`src/logic/fte_defs.svh`:
```
// constants for the tag and exception unit: offsets, fields, reset values
// assumes a 32-bit AXI4-Lite register port and an 80-bit extended format
`ifndef FTE_DEFS_SVH
`define FTE_DEFS_SVH
`define FTE_OFF_CTRL 12'h000
`define FTE_OFF_STATUS 12'h004
`define FTE_OFF_IMASK 12'h008
`define FTE_OFF_TAGW 12'h00c
`define FTE_OFF_LAST 12'h010
// exception bit positions, shared by ctrl masks, status and imask
`define FTE_EX_INV 0
`define FTE_EX_DEN 1
`define FTE_EX_OVF 2
`define FTE_EX_UNF 3
`define FTE_EX_PRE 4
`define FTE_PC_LSB 8
`define FTE_RC_LSB 10
`define FTE_CTRL_RST 32'h0000_031f
`define FTE_RC_CHOP 2'h3
`define FTE_PC_EXT 2'h3
`define FTE_TAG_VALID 2'h0
`define FTE_TAG_ZERO 2'h1
`define FTE_TAG_SPECIAL 2'h2
`define FTE_TAG_EMPTY 2'h3
`endif

```
`src/logic/fte_pkg.sv`:
```
// types for the tag and exception unit
// assumes fte_defs.svh holds the numeric constants
package fte_pkg;
    typedef enum logic [3:0] {
        OP_NOP = 4'h0,
        OP_ARITH = 4'h1,
        OP_TRANSC = 4'h2,
        OP_EXTRACT = 4'h3,
        OP_COMPARE = 4'h4,
        OP_INT_STORE = 4'h5,
        OP_BCD_STORE = 4'h6,
        OP_ENV_LOAD = 4'h7,
        OP_ENV_STORE = 4'h8
    } fte_op_t;
    typedef enum logic [2:0] {
        RES_NORMAL = 3'h0,
        RES_NONE = 3'h1,
        RES_QUIET_NAN = 3'h2,
        RES_NORMALIZE = 3'h3,
        RES_MAXFIN = 3'h4,
        RES_INF = 3'h5,
        RES_ROUNDED = 3'h6
    } fte_res_t;
    typedef enum logic [2:0] {
        TOP_NONE = 3'h0,
        TOP_INV = 3'h1,
        TOP_DEN = 3'h2,
        TOP_OVF = 3'h3,
        TOP_UNF = 3'h4,
        TOP_PRE = 3'h5
    } fte_top_t;
endpackage : fte_pkg

```
`src/logic/fte_classify.sv`:
```
// operand classifier: looks at an 80-bit extended value, never at a tag
// assumes sign 79, exponent 78:64, explicit integer bit 63
`include "fte_defs.svh"
module fte_classify (
    input wire logic [79:0] value,
    output logic [1:0] tag,
    output logic isSnan,
    output logic isQnan,
    output logic isDenorm,
    output logic isUnsupp
);
    logic expZero;
    logic expMax;
    logic intBit;
    logic fracZero;

    assign expZero = (value[78:64] == 15'h0000);
    assign expMax = (value[78:64] == 15'h7fff);
    assign intBit = value[63];
    assign fracZero = (value[62:0] == 63'h0);

    // unnormal, pseudo-zero, pseudo-inf and pseudo-nan lack the integer bit
    always_comb begin
        isUnsupp = !expZero && !intBit;
        isSnan = expMax && intBit && !fracZero && !value[62];
        isQnan = expMax && intBit && value[62];
        isDenorm = expZero && !(intBit == 1'b0 && fracZero);
        if (expZero && !intBit && fracZero) begin
            tag = `FTE_TAG_ZERO;
        end else if (expZero || expMax || isUnsupp) begin
            tag = `FTE_TAG_SPECIAL;
        end else begin
            tag = `FTE_TAG_VALID;
        end
    end
endmodule : fte_classify

```
`src/logic/fte_unit.sv`:
```
// tag word and exception decision logic of the floating-point unit
// assumes the pipeline presents one instruction per opValid cycle,
// register writes on regWrEn, and AXI4-Lite for control and status
// Summary of operation
// - A loaded tag word only marks each register empty (11) or not.
// - Operands of non-empty registers are classified from contents.
// - A stored tag word is recomputed from each non-empty register.
// - Unsupported formats, pseudo-zero and unnormal, tag as special.
// - NaN results are quiet and quiet NaN operands raise nothing outside compare and the two stores.
// - Signaling NaNs raise invalid; compare and the two stores also quiet_nan.
// - Pseudo or unnormal operands in arithmetic raise invalid.
// - With denormal masked, denormal operands are normalized.
// - Transcendental and exponent-extract raise denormal as others do.
// - Masked overflow rounding toward zero gives the largest finite.
// - Unmasked overflow also flags precision and rounds to PC or opcode.
// - Masked underflow is signaled only when tiny and inexact.
// - Unmasked underflow adjusts exponent then rounds to PC or extended.
// - Denormal priority among exceptions does not depend on its mask.
//
// The register offsets and the AXI4-Lite interface to the registers are this design's own decisions.
`include "fte_defs.svh"
module fte_unit #(
    parameter int NREG = 8
) (
    input wire logic clk,
    input wire logic rst_n,
    input wire logic [11:0] s_axi_awaddr,
    input wire logic s_axi_awvalid,
    output logic s_axi_awready,
    input wire logic [31:0] s_axi_wdata,
    input wire logic [3:0] s_axi_wstrb,
    input wire logic s_axi_wvalid,
    output logic s_axi_wready,
    output logic [1:0] s_axi_bresp,
    output logic s_axi_bvalid,
    input wire logic s_axi_bready,
    input wire logic [11:0] s_axi_araddr,
    input wire logic s_axi_arvalid,
    output logic s_axi_arready,
    output logic [31:0] s_axi_rdata,
    output logic [1:0] s_axi_rresp,
    output logic s_axi_rvalid,
    input wire logic s_axi_rready,
    input wire logic regWrEn,
    input wire logic [2:0] regWrIdx,
    input wire logic [79:0] regWrData,
    input wire logic opValid,
    input wire fte_pkg::fte_op_t opCode,
    input wire logic [2:0] opRegA,
    input wire logic [2:0] opRegB,
    input wire logic opUsesB,
    input wire logic opPcControlled,
    input wire logic [1:0] opPrec,
    input wire logic [15:0] tagWordIn,
    input wire logic resOverflow,
    input wire logic resTiny,
    input wire logic resInexact,
    output logic [15:0] tagWordOut,
    output logic tagWordValid,
    output logic excValid,
    output logic [4:0] excFlags,
    output fte_pkg::fte_top_t excTop,
    output fte_pkg::fte_res_t resultSel,
    output logic [1:0] roundPrec,
    output logic expAdjust,
    output logic irq
);
    logic [79:0] stackReg [NREG];
    logic [NREG-1:0] emptyMask;
    logic [1:0] clsTag [NREG];
    logic [NREG-1:0] clsSnan, clsQnan, clsDen, clsUns;
    logic [31:0] ctrl, status, imask, lastResp;
    logic [11:0] awAddr;
    logic [31:0] wData;
    logic [3:0] wStrb;
    logic wrGo;
    logic [15:0] liveTagWord;
    logic [4:0] next_flags;
    logic [31:0] next_status;
    logic [31:0] next_imask;
    fte_pkg::fte_top_t next_top;
    fte_pkg::fte_res_t next_res;
    logic [1:0] next_prec;
    logic next_expAdj;
    logic anySnan, anyQnan, anyDen, anyUns, isArith, isStrictNan;

    // merge write data under byte strobes
    function automatic logic [31:0] strobeMerge(input logic [31:0] old,
        input logic [31:0] dat, input logic [3:0] strb);
        logic [31:0] r;
        r = old;
        for (int b = 0; b < 4; b++) begin
            if (strb[b]) begin
                r[8*b +: 8] = dat[8*b +: 8];
            end
        end
        return r;
    endfunction : strobeMerge

    // operand is present only when its register holds a value
    function automatic logic present(input logic [2:0] idx,
        input logic [NREG-1:0] em);
        return !em[idx];
    endfunction : present

    // one classifier per register: tags and operand classes come from data
    for (genvar g = 0; g < NREG; g++) begin : g_cls
        fte_classify u_cls (
            .value(stackReg[g]),
            .tag(clsTag[g]),
            .isSnan(clsSnan[g]),
            .isQnan(clsQnan[g]),
            .isDenorm(clsDen[g]),
            .isUnsupp(clsUns[g])
        );
        assign liveTagWord[2*g +: 2] = emptyMask[g] ? `FTE_TAG_EMPTY
            : clsTag[g];
    end

    // data registers: a pipeline write fills a register
    always_ff @(posedge clk) begin
        if (regWrEn) begin
            stackReg[regWrIdx] <= regWrData;
        end
    end

    // empty marks: a loaded tag of 11 is empty, 00/01/10 all non-empty;
    // the loaded code itself is dropped so it cannot disagree with data
    always_ff @(posedge clk) begin
        if (!rst_n) begin
            emptyMask <= '1;
        end else if (opValid && opCode == fte_pkg::OP_ENV_LOAD) begin
            for (int i = 0; i < NREG; i++) begin
                emptyMask[i] <= (tagWordIn[2*i +: 2] == `FTE_TAG_EMPTY);
            end
        end else if (regWrEn) begin
            emptyMask[regWrIdx] <= 1'b0;
        end
    end

    // tag word out on a store, rebuilt from register contents
    always_ff @(posedge clk) begin
        if (!rst_n) begin
            tagWordOut <= 16'hffff;
            tagWordValid <= 1'b0;
        end else begin
            tagWordValid <= opValid && opCode == fte_pkg::OP_ENV_STORE;
            if (opValid && opCode == fte_pkg::OP_ENV_STORE) begin
                tagWordOut <= liveTagWord;
            end
        end
    end

    // operand class summary over the one or two operands in use
    always_comb begin
        anySnan = present(opRegA, emptyMask) && clsSnan[opRegA];
        anyQnan = present(opRegA, emptyMask) && clsQnan[opRegA];
        anyDen = present(opRegA, emptyMask) && clsDen[opRegA];
        anyUns = present(opRegA, emptyMask) && clsUns[opRegA];
        if (opUsesB && present(opRegB, emptyMask)) begin
            anySnan = anySnan || clsSnan[opRegB];
            anyQnan = anyQnan || clsQnan[opRegB];
            anyDen = anyDen || clsDen[opRegB];
            anyUns = anyUns || clsUns[opRegB];
        end
        isArith = opCode inside {fte_pkg::OP_ARITH, fte_pkg::OP_TRANSC,
            fte_pkg::OP_EXTRACT, fte_pkg::OP_COMPARE,
            fte_pkg::OP_INT_STORE, fte_pkg::OP_BCD_STORE};
        isStrictNan = opCode inside {fte_pkg::OP_COMPARE,
            fte_pkg::OP_INT_STORE, fte_pkg::OP_BCD_STORE};
    end

    // exception flags and the response; masks live in ctrl
    always_comb begin
        next_flags = 5'h00;
        next_res = fte_pkg::RES_NORMAL;
        next_prec = `FTE_PC_EXT;
        next_expAdj = 1'b0;
        if (isArith) begin
            next_flags[`FTE_EX_INV] = anySnan
                || (anyQnan && isStrictNan)
                || anyUns;
            next_flags[`FTE_EX_DEN] = anyDen;
            next_flags[`FTE_EX_OVF] = resOverflow;
            next_flags[`FTE_EX_UNF] = ctrl[`FTE_EX_UNF]
                ? (resTiny && resInexact) : resTiny;
            next_flags[`FTE_EX_PRE] = resInexact
                || (resOverflow && !ctrl[`FTE_EX_OVF]);
            if (next_flags[`FTE_EX_INV]) begin
                next_res = ctrl[`FTE_EX_INV] ? fte_pkg::RES_QUIET_NAN
                    : fte_pkg::RES_NONE;
            end else if (anyQnan) begin
                next_res = fte_pkg::RES_QUIET_NAN;
            end else if (anyDen && !ctrl[`FTE_EX_DEN]) begin
                next_res = fte_pkg::RES_NONE;
            end else if (resOverflow && ctrl[`FTE_EX_OVF]) begin
                next_res = (ctrl[`FTE_RC_LSB +: 2] == `FTE_RC_CHOP)
                    ? fte_pkg::RES_MAXFIN : fte_pkg::RES_INF;
            end else if (resOverflow) begin
                next_res = fte_pkg::RES_ROUNDED;
                next_prec = opPcControlled ? ctrl[`FTE_PC_LSB +: 2]
                    : opPrec;
            end else if (resTiny && !ctrl[`FTE_EX_UNF]) begin
                next_res = fte_pkg::RES_ROUNDED;
                next_expAdj = 1'b1;
                next_prec = opPcControlled ? ctrl[`FTE_PC_LSB +: 2]
                    : `FTE_PC_EXT;
            end else if (anyDen) begin
                next_res = fte_pkg::RES_NORMALIZE;
            end
        end
    end

    // fixed priority, the same whatever the mask bits say
    always_comb begin
        if (next_flags[`FTE_EX_INV]) begin
            next_top = fte_pkg::TOP_INV;
        end else if (next_flags[`FTE_EX_DEN]) begin
            next_top = fte_pkg::TOP_DEN;
        end else if (next_flags[`FTE_EX_OVF]) begin
            next_top = fte_pkg::TOP_OVF;
        end else if (next_flags[`FTE_EX_UNF]) begin
            next_top = fte_pkg::TOP_UNF;
        end else if (next_flags[`FTE_EX_PRE]) begin
            next_top = fte_pkg::TOP_PRE;
        end else begin
            next_top = fte_pkg::TOP_NONE;
        end
    end

    // exception outputs, one pulse per executed isArith instruction (not for env load/store or nop)
    always_ff @(posedge clk) begin
        if (!rst_n) begin
            excValid <= 1'b0;
            excFlags <= 5'h00;
            excTop <= fte_pkg::TOP_NONE;
            resultSel <= fte_pkg::RES_NORMAL;
            roundPrec <= `FTE_PC_EXT;
            expAdjust <= 1'b0;
            lastResp <= 32'h0000_0000;
        end else begin
            excValid <= opValid && isArith;
            excFlags <= opValid ? next_flags : 5'h00;
            if (opValid && isArith) begin
                excTop <= next_top;
                resultSel <= next_res;
                roundPrec <= next_prec;
                expAdjust <= next_expAdj;
                lastResp <= {16'h0000, 1'b0, next_top, next_expAdj,
                    next_res, next_prec, 1'b0, next_flags};
            end
        end
    end

    // sticky status: a new event wins over a write-one clear
    always_comb begin
        next_status = status;
        next_imask = imask;
        if (wrGo && awAddr == `FTE_OFF_STATUS) begin
            next_status = status & ~strobeMerge(32'h0, wData, wStrb);
        end
        if (wrGo && awAddr == `FTE_OFF_IMASK) begin
            next_imask = strobeMerge(imask, wData, wStrb) & 32'h1f;
        end
        if (opValid) begin
            next_status[4:0] = next_status[4:0] | next_flags;
        end
    end

    // status, interrupt mask and the level interrupt
    always_ff @(posedge clk) begin
        if (!rst_n) begin
            status <= 32'h0000_0000;
            imask <= 32'h0000_0000;
            irq <= 1'b0;
        end else begin
            status <= next_status;
            imask <= next_imask;
            irq <= |(next_status & next_imask);
        end
    end

    // control register: masks, precision and rounding fields
    always_ff @(posedge clk) begin
        if (!rst_n) begin
            ctrl <= `FTE_CTRL_RST;
        end else if (wrGo && awAddr == `FTE_OFF_CTRL) begin
            ctrl <= strobeMerge(ctrl, wData, wStrb) & 32'h0000_0f1f;
        end
    end

    // write channels: address and data taken in either order
    assign wrGo = !s_axi_awready && !s_axi_wready && !s_axi_bvalid;
    always_ff @(posedge clk) begin
        if (!rst_n) begin
            s_axi_awready <= 1'b1;
            s_axi_wready <= 1'b1;
            s_axi_bvalid <= 1'b0;
            s_axi_bresp <= 2'h0;
            awAddr <= 12'h000;
            wData <= 32'h0000_0000;
            wStrb <= 4'h0;
        end else begin
            if (s_axi_awvalid && s_axi_awready) begin
                s_axi_awready <= 1'b0;
                awAddr <= s_axi_awaddr;
            end else if (s_axi_bvalid && s_axi_bready) begin
                s_axi_awready <= 1'b1;
            end
            if (s_axi_wvalid && s_axi_wready) begin
                s_axi_wready <= 1'b0;
                wData <= s_axi_wdata;
                wStrb <= s_axi_wstrb;
            end else if (s_axi_bvalid && s_axi_bready) begin
                s_axi_wready <= 1'b1;
            end
            if (wrGo) begin
                s_axi_bvalid <= 1'b1;
                // tag word and last response are read-only
                s_axi_bresp <= (awAddr == `FTE_OFF_CTRL
                    || awAddr == `FTE_OFF_STATUS
                    || awAddr == `FTE_OFF_IMASK) ? 2'h0 : 2'h2;
            end else if (s_axi_bvalid && s_axi_bready) begin
                s_axi_bvalid <= 1'b0;
            end
        end
    end

    // read channel: data latched at the address handshake
    always_ff @(posedge clk) begin
        if (!rst_n) begin
            s_axi_arready <= 1'b1;
            s_axi_rvalid <= 1'b0;
            s_axi_rdata <= 32'h0000_0000;
            s_axi_rresp <= 2'h0;
        end else if (s_axi_arvalid && s_axi_arready) begin
            s_axi_arready <= 1'b0;
            s_axi_rvalid <= 1'b1;
            s_axi_rresp <= 2'h0;
            if (s_axi_araddr == `FTE_OFF_CTRL) begin
                s_axi_rdata <= ctrl;
            end else if (s_axi_araddr == `FTE_OFF_STATUS) begin
                s_axi_rdata <= status;
            end else if (s_axi_araddr == `FTE_OFF_IMASK) begin
                s_axi_rdata <= imask;
            end else if (s_axi_araddr == `FTE_OFF_TAGW) begin
                s_axi_rdata <= {16'h0000, liveTagWord};
            end else if (s_axi_araddr == `FTE_OFF_LAST) begin
                s_axi_rdata <= lastResp;
            end else begin
                s_axi_rdata <= 32'h0000_0000;
                s_axi_rresp <= 2'h2;
            end
        end else if (s_axi_rvalid && s_axi_rready) begin
            s_axi_rvalid <= 1'b0;
            s_axi_arready <= 1'b1;
        end
    end
endmodule : fte_unit

```
`config.mk`:
```
export PLATFORM = sky130hd
export DESIGN_NAME = fte_unit
export DESIGN_NICKNAME = d
export VERILOG_FILES = /design/src/logic/fte_pkg.sv /design/src/logic/fte_classify.sv /design/src/logic/fte_unit.sv
export VERILOG_INCLUDE_DIRS = /design/src /design/src/logic
export SDC_FILE = /design/constraint.sdc
export NUM_CORES = 1
export LEC_CHECK = 0
export BUFFER_PORTS_ARGS = -buffer_cell sky130_fd_sc_hd__buf_2
export CAP_MARGIN = 20
export CORE_MARGIN = 2
export CORE_UTILIZATION = 57
export DETAILED_ROUTE_END_ITERATION = 10
export HOLD_SLACK_MARGIN = 0.03
export PLACE_DENSITY = 0.77
export SYNTH_ARGS = -nofsm -noshare
export SYNTH_HDL_FRONTEND = slang
export SYNTH_SLANG_ARGS = --single-unit
```
`constraint.sdc`:
```
create_clock -name clk -period 10.62 [get_ports clk]
set_clock_uncertainty 0.05 [all_clocks]
set_input_delay 2.124 -clock clk [delete_from_list [all_inputs] [get_ports clk]]
set_output_delay 2.124 -clock clk [all_outputs]
set_load 0.03 [all_outputs]
```
After elaboration in Yosys (flattened, before gate mapping):

Memories as Yosys holds them, arrays and structs flattened.
Cells that the tools add are included.

* $lt $le $gt $ge: 4
* reduce and logical (&&, ||, !) cells: 199
* eq/ne operators: 31
* bitwise logic cells: 14
* multiplexer cells: 119

Operator list (number)
* 63-bit zero test: 8
* 32-bit two-way mux: 5
* 15-bit equality test, second input constant: 8
* 15-bit zero test: 8
* 1-bit logical AND: 97
* 2-bit two-way mux: 41
* 8-bit two-way mux: 10
* 32-bit AND: 2
* 1-bit zero test: 48
* 12-bit by 4-bit equality test with 1-bit output, second input constant: 3
* 3-bit two-way mux: 12
* 1-bit two-way mux: 35
* 32-bit NOT: 1
* 32-bit OR reduction: 1
* 1-bit binary-select mux with 3-bit select: 10
* 1-bit logical OR: 25
* 12-bit by 3-bit equality test with 1-bit output, second input constant: 2
* 12-bit zero test: 2
* 2-bit equality test, second input constant: 9
* 4-bit by 3-bit equality test with 1-bit output, second input constant: 4
* 16-bit two-way mux: 1
* 15-bit two-way mux: 1
* 5-bit two-way mux: 3
* 12-bit by 5-bit equality test with 1-bit output, second input constant: 1
* 14 further kinds: 30

* logic and storage cells: 394
* memory bits (writable): 640
* memories kept: 1
* output and inout bits: 74
* input bits: 185
* register bits after elaboration: 217

Memory list
* stackReg: words 8, width 80, read ports 8, clocked after memory_dff 0, wr ports 1, RTL line fte_unit.sv:68 `logic [79:0] stackReg [NREG];`

Longest topological paths before layout:

An unclocked memory read counts as a cell.

* depth after elaboration: 18
* gate-level depth with buffers: 12
* gate-level depth less buffers: 9

By module:

Synthesis repeated with hierarchy kept, for this count alone.

* cells, all modules: 2004
* area total of the unflattened synthesis: 30297.8 µm²

By module, submodules not included
* fte_unit: area each 28135.7 µm², times used 1, sequential area each 23382.4 µm², cells an instance 1676
* fte_classify: area each 270.3 µm², times used 8, sequential area each 0.0 µm², cells an instance 41

Worst setup path before layout:

OpenSTA, ideal clock, no wires.

* path kind: input to register
* from: input regWrIdx[1]
* to: register emptyMask[0]
* slack: 2.226 ns
* library setup time: 0.141 ns
* buffers on the path: 0
* required time: 10.429 ns
* data arrival time: 8.203 ns
* stages: 4
* cells stage by stage: nand2b_1 -> nor3_1 -> nand3b_1 -> o211ai_1

* cells in the longest elaborated chain, start to end: 8
* elaborated cells between the ends (all ways): 9
* classes of those cells: order compare (2); mux (4); bitwise (2); reduce/logical (1)

RTL lines
* start: declaration: RTL line fte_unit.sv:45 `input wire logic [2:0] regWrIdx,`
* 3-bit by 4-bit < comparator with 1-bit output (not written as such) or 3-bit by 1-bit greater-or-equal comparator with 1-bit output (tied branches): RTL line fte_unit.sv:137 `emptyMask[regWrIdx] <= 1'b0;`
* 1-bit logical AND (not written as such): RTL line fte_unit.sv:137
* 1-bit two-way mux (not written as such): RTL line fte_unit.sv:137
* 1-bit demux with 3-bit select (*): RTL line fte_unit.sv:137
* 8-bit NOT (no source line) (*)
* 8-bit AND (no source line) (*)
* 8-bit two-way mux (*): RTL line fte_unit.sv:136 `end else if (regWrEn) begin`
* 8-bit two-way mux (*): RTL line fte_unit.sv:132 `end else if (opValid && opCode == fte_pkg::OP_ENV_LOAD) begin`
* end signal: indexed assignment: RTL line fte_unit.sv:134 `` emptyMask[i] <= (tagWordIn[2*i +: 2] == `FTE_TAG_EMPTY); ``
* end: declaration: RTL line fte_unit.sv:69 `logic [NREG-1:0] emptyMask;`

Every way passes the cells marked *; elsewhere a longest branch is shown, timed or not. The select of a mux whose other input is x is not followed.
A chain may end at the register's enable or synchronous reset.

Final worst setup path:

* from: input s_axi_araddr[7]
* to: register s_axi_rdata[9]

* cells in the longest elaborated chain, start to end: 6
* elaborated cells between the ends (all ways): 10
* classes of those cells: eq/ne (4); mux (5); reduce/logical (1)

RTL lines
* start: declaration: RTL line fte_unit.sv:37 `input wire logic [11:0] s_axi_araddr,`
* 12-bit by 5-bit equality test with 1-bit output (no source line)
* 15-bit two-way mux: RTL line fte_unit.sv:348 `` end else if (s_axi_araddr == `FTE_OFF_LAST) begin ``
* 16-bit two-way mux: RTL line fte_unit.sv:346 `` end else if (s_axi_araddr == `FTE_OFF_TAGW) begin ``
* 32-bit two-way mux: RTL line fte_unit.sv:344 `` end else if (s_axi_araddr == `FTE_OFF_IMASK) begin ``
* 32-bit two-way mux: RTL line fte_unit.sv:342 `` end else if (s_axi_araddr == `FTE_OFF_STATUS) begin ``
* 32-bit two-way mux (*): RTL line fte_unit.sv:340 `` if (s_axi_araddr == `FTE_OFF_CTRL) begin ``
* end signal: assignment: RTL line fte_unit.sv:341 `s_axi_rdata <= ctrl;`
* end signal: assignment: RTL line fte_unit.sv:343 `s_axi_rdata <= status;`
* end signal: assignment: RTL line fte_unit.sv:345 `s_axi_rdata <= imask;`
* end: declaration: RTL line fte_unit.sv:40 `output logic [31:0] s_axi_rdata,`

Every way passes the cells marked *; elsewhere a longest branch is shown, timed or not.

==> summary.md <==
- **result of the run** completed
- **Worst setup EP type** flip-flop
- **Crit Path Class** primary input to flip-flop
- **first-pass GRT wire length** 109000 um
- **Vert. Die Dim** 234 um
- **share of final-layout standard cells stronger than drive strength 1** 18.7%
- **part of the power in the clock network** 42.5%
- **peak supply drop** 0.187 mV
- **endpoint required time on the critical path** 11.13 ns
- **Net Switching** 1.48 mW
- **chip width** 234 um
- **max_cap viols** 0
- **critical path launch point type** primary input
- **register share of total power** 53.4%
- **final routed DRC violation total** 0
- **wirelength, routed** 74800 um
- **Final Wtd Congestion** 0.909
- **Post-synth EDFFs** 632
- **Peak Freq** 224 MHz
- **post-synth cell types** 82
- **per-instance average area after synthesis** 14.5 um^2
- **power per cell area** 197 nW/um^2
- **total area of multi-input combinational cells** 6610 um^2
- **wire length on met3** 6190 um
- **Final Critical Period** 4.47 ns
- **total routing resource utilization after global routing** 26.9%
- **switch share** 21.4%
- **buffer type at the clock tree root** clkbuf_16
- **total of fill cells in the finished design** 3552
- **leakage dissipation** 11.9 nW
- **library cell occupying the most area in the post-synthesis netlist** edfxtp_1
- **largest net degree at the start of global routing** 96
- **share of Yosys cell area claimed by the top area cell type** 63.0%
- **YS warnings** 0
- **kind of cell adding the most delay to the critical path** simple AND/OR/NAND/NOR gates
- **GRT overflow** 0
- **post-CTS sizing** 0
- **pins over their slew limit** 0
- **number of post-CTS setup repair buffers** 0
- **most area-consuming cells after synthesis** edfxtp_1, dfxtp_1, nor4_1
- **routed vias** 19363
- **crit-path max cell delay** 0.63 ns
- **worst-case headroom to the max-slew limit** 20.1%
- **CP arrival** 4.98 ns
- **post-route setup TNS** 0 ns
- **worst slew pin tran** 1.19 ns
- **floorplan row count** 84
- **TritonCTS clock tree** done
- **DP Wirelength** 48700 um
- **insertion delay to the later sink of the worst-skew pair** 0.65 ns
- **number of hold violations in the final report** 0
- **CP Max Fanout** 13
- **buffers added on ports** 255
- **CTS buffer count** 81
- **count of boundary I/O pins** 259
- **clock sink count** 840
- **setup ws final** 6.15 ns
- **Max Root-Sink Buffers** 3
- **buffers and inverters on the worst path** 1
- **metal2 WL** 37000 um
- **setup violators final** 0
- **Met1 Routed Length** 29500 um
- **initial DRC count** 2196
- **setup repair after global routing missed its margin** false
- **FF/Latch Area** 23100 um^2
- **area added between synthesis and finish** 16.3%
- **highest routed metal layer** met5
- **antenna violations before repair** 5
- **combinational group share of total power** 4.1%
- **first-pass iteration count of the detailed router** 7
- **number of routed nets with antenna violations** 0
- **initial cell density of the core** 57.4%
- **most used flip-flop cell after synthesis** edfxtp_1
- **area of the mapped netlist** 30100 um^2
- **vias per cell** 6.21
- **via count of the first global-routing pass** 18545
- **flip-flop and latch count after synthesis** 840
- **floorplan die area** 54700 um^2
- **async set-or-reset flop fraction in the synthesized netlist** 0%
- **worst hold path class** flip-flop to flip-flop
- **Gate Count Post-Synth** 2077
- **post-detailed-route wirelength per cell** 24.0 um
- **area inside the core boundary** 52400 um^2
- **most frequent cell after synthesis** edfxtp_1
- **dpl ws** 5.66 ns
- **final-stage net count** 2546
- **commonest cells in the netlist** edfxtp_1, nand2_1, dfxtp_1
- **Pint** 5.43 mW
- **cells along the critical path** buf_2, nor4_1, and4b_1, nand2_1, or2_2, nand2_1, a21oi_1, o21ai_0, o221ai_1, a21oi_1
- **clock-pin transition on the worst setup and hold timing paths** 0.06 ns
- **fraction of the cycle the final worst path needs** 42.1%
- **Post-CTS Hold Buffers** 0
- **H-Tree Level Count** 3
- **sequential-to-total area share from yosys stat** 76.8%
- **cell with the largest stage delay on the worst path** nor4_1
## power by group through the flow
stage | sequential, mW | combinational (mW) | clock [mW]
after global routing | 3.70 | 0.304 | 3.09
after CTS | 3.69 | 0.276 | 2.97
final | 3.69 | 0.281 | 2.94
after global placement | 3.75 | 0.266 | 0
after floorplan | 3.77 | 0.120 | 0
after detailed placement | 3.76 | 0.274 | 0
## placed cells by master, fill, tap and decap left out, types with 5 or more instances in the layout
cell       count
nor2_1        81
clkbuf_8       5
a221oi_1      17
nand4_1       83
clkinv_2      17
buf_16         5
edfxtp_1     632
and4_1         8
a211oi_1       6
clkbuf_1      10
buf_2        255
nor2b_1        6
nor4_1       164
or3_1          7
o21ai_0       45
a31oi_1       25
nand3_1       36
nand2b_1       8
o211ai_1      29
nor3_1        52
bufinv_16      9
and3_1        30
and2_1        36
clkinv_1      15
o221ai_1      11
mux2i_1       16
nand2_1      236
inv_1         15
nor2_4         6
clkbuf_16     84
dfxtp_1      208
a21oi_1      127
buf_4         23
nand3b_1      11
## kinds of logic after synthesis
kind of cell | Yosys count | share of synthesized area, %
AO/OA/AOI/OAI | 312 | 6.73
other | 1 | 0.0125
multiplexers | 21 | 0.868
flip-flops | 840 | 76.8
AND/OR/NAND/NOR | 801 | 14.1
buffers and inverters | 102 | 1.47
## registers in the layout, summed over array words and instances, names as in the netlist, 2 cells and up
register,flops
s_axi_rdata,32
emptyMask,8
roundPrec,2
imask,32
stackReg,632
awAddr,12
wData,32
tagWordOut,16
wStrb,4
ctrl,9
lastResp,9
excTop,3
resultSel,2
status,32
excFlags,5
## routing by layer
metal	vias to the layer above	GRT usage [%]
li1	8676	-
met1	9524	36.1
met2	1002	45.1
met3	153	4.83
met4	8	8.50
met5	-	0
## final cells by class
type	count	share of cell area (%)
Antenna cell	3	0.0214
Clock buffer	99	6.30
Clock inverter	51	1.54
Inverter	17	0.182
Multi-Input combinational cell	1136	18.9
Sequential cell	840	66.0
Tap cell	688	2.46
Timing Repair Buffer	285	4.61
## per-stage QoR
stage          cells  hold slack, ns  power (mW)  instance area (um^2)  util (%)
2_1_floorplan   2078           0.375        3.89                 30100         -
3_3_place_gp    2958           0.383        4.02                 32100      61.2
3_5_place_dp    2959           0.392        4.04                 32100      61.3
4_1_cts         3109           0.400        6.94                 34900      66.5
5_1_grt         3116           0.426        7.10                 35000      66.8
6_report        3119           0.398        6.91                 35000      66.8
## worst register-to-register path, stage by stage, from the launching register on
cell	delay, ns
edfxtp_1	0.36
nor4_1	0.49
nand4_1	0.25
nor4_1	1.04
nor3_1	0.17
mux4_2	0.50
o21ai_1	0.17
o22ai_1	0.14
nor2_1	0.51
o311ai_1	0.19
## final timing paths
kind	start	to	slack, ns	cells past startpoint
setup / recovery	s_axi_araddr[7]	s_axi_rdata[9]	6.15	10
hold / removal	status[31]	status[31]	0.40	2
setup reg to reg	stackReg[5][42]	irq	6.58	9
hold reg to reg	status[31]	status[31]	0.40	2
Power figures use the tool's default switching activity.
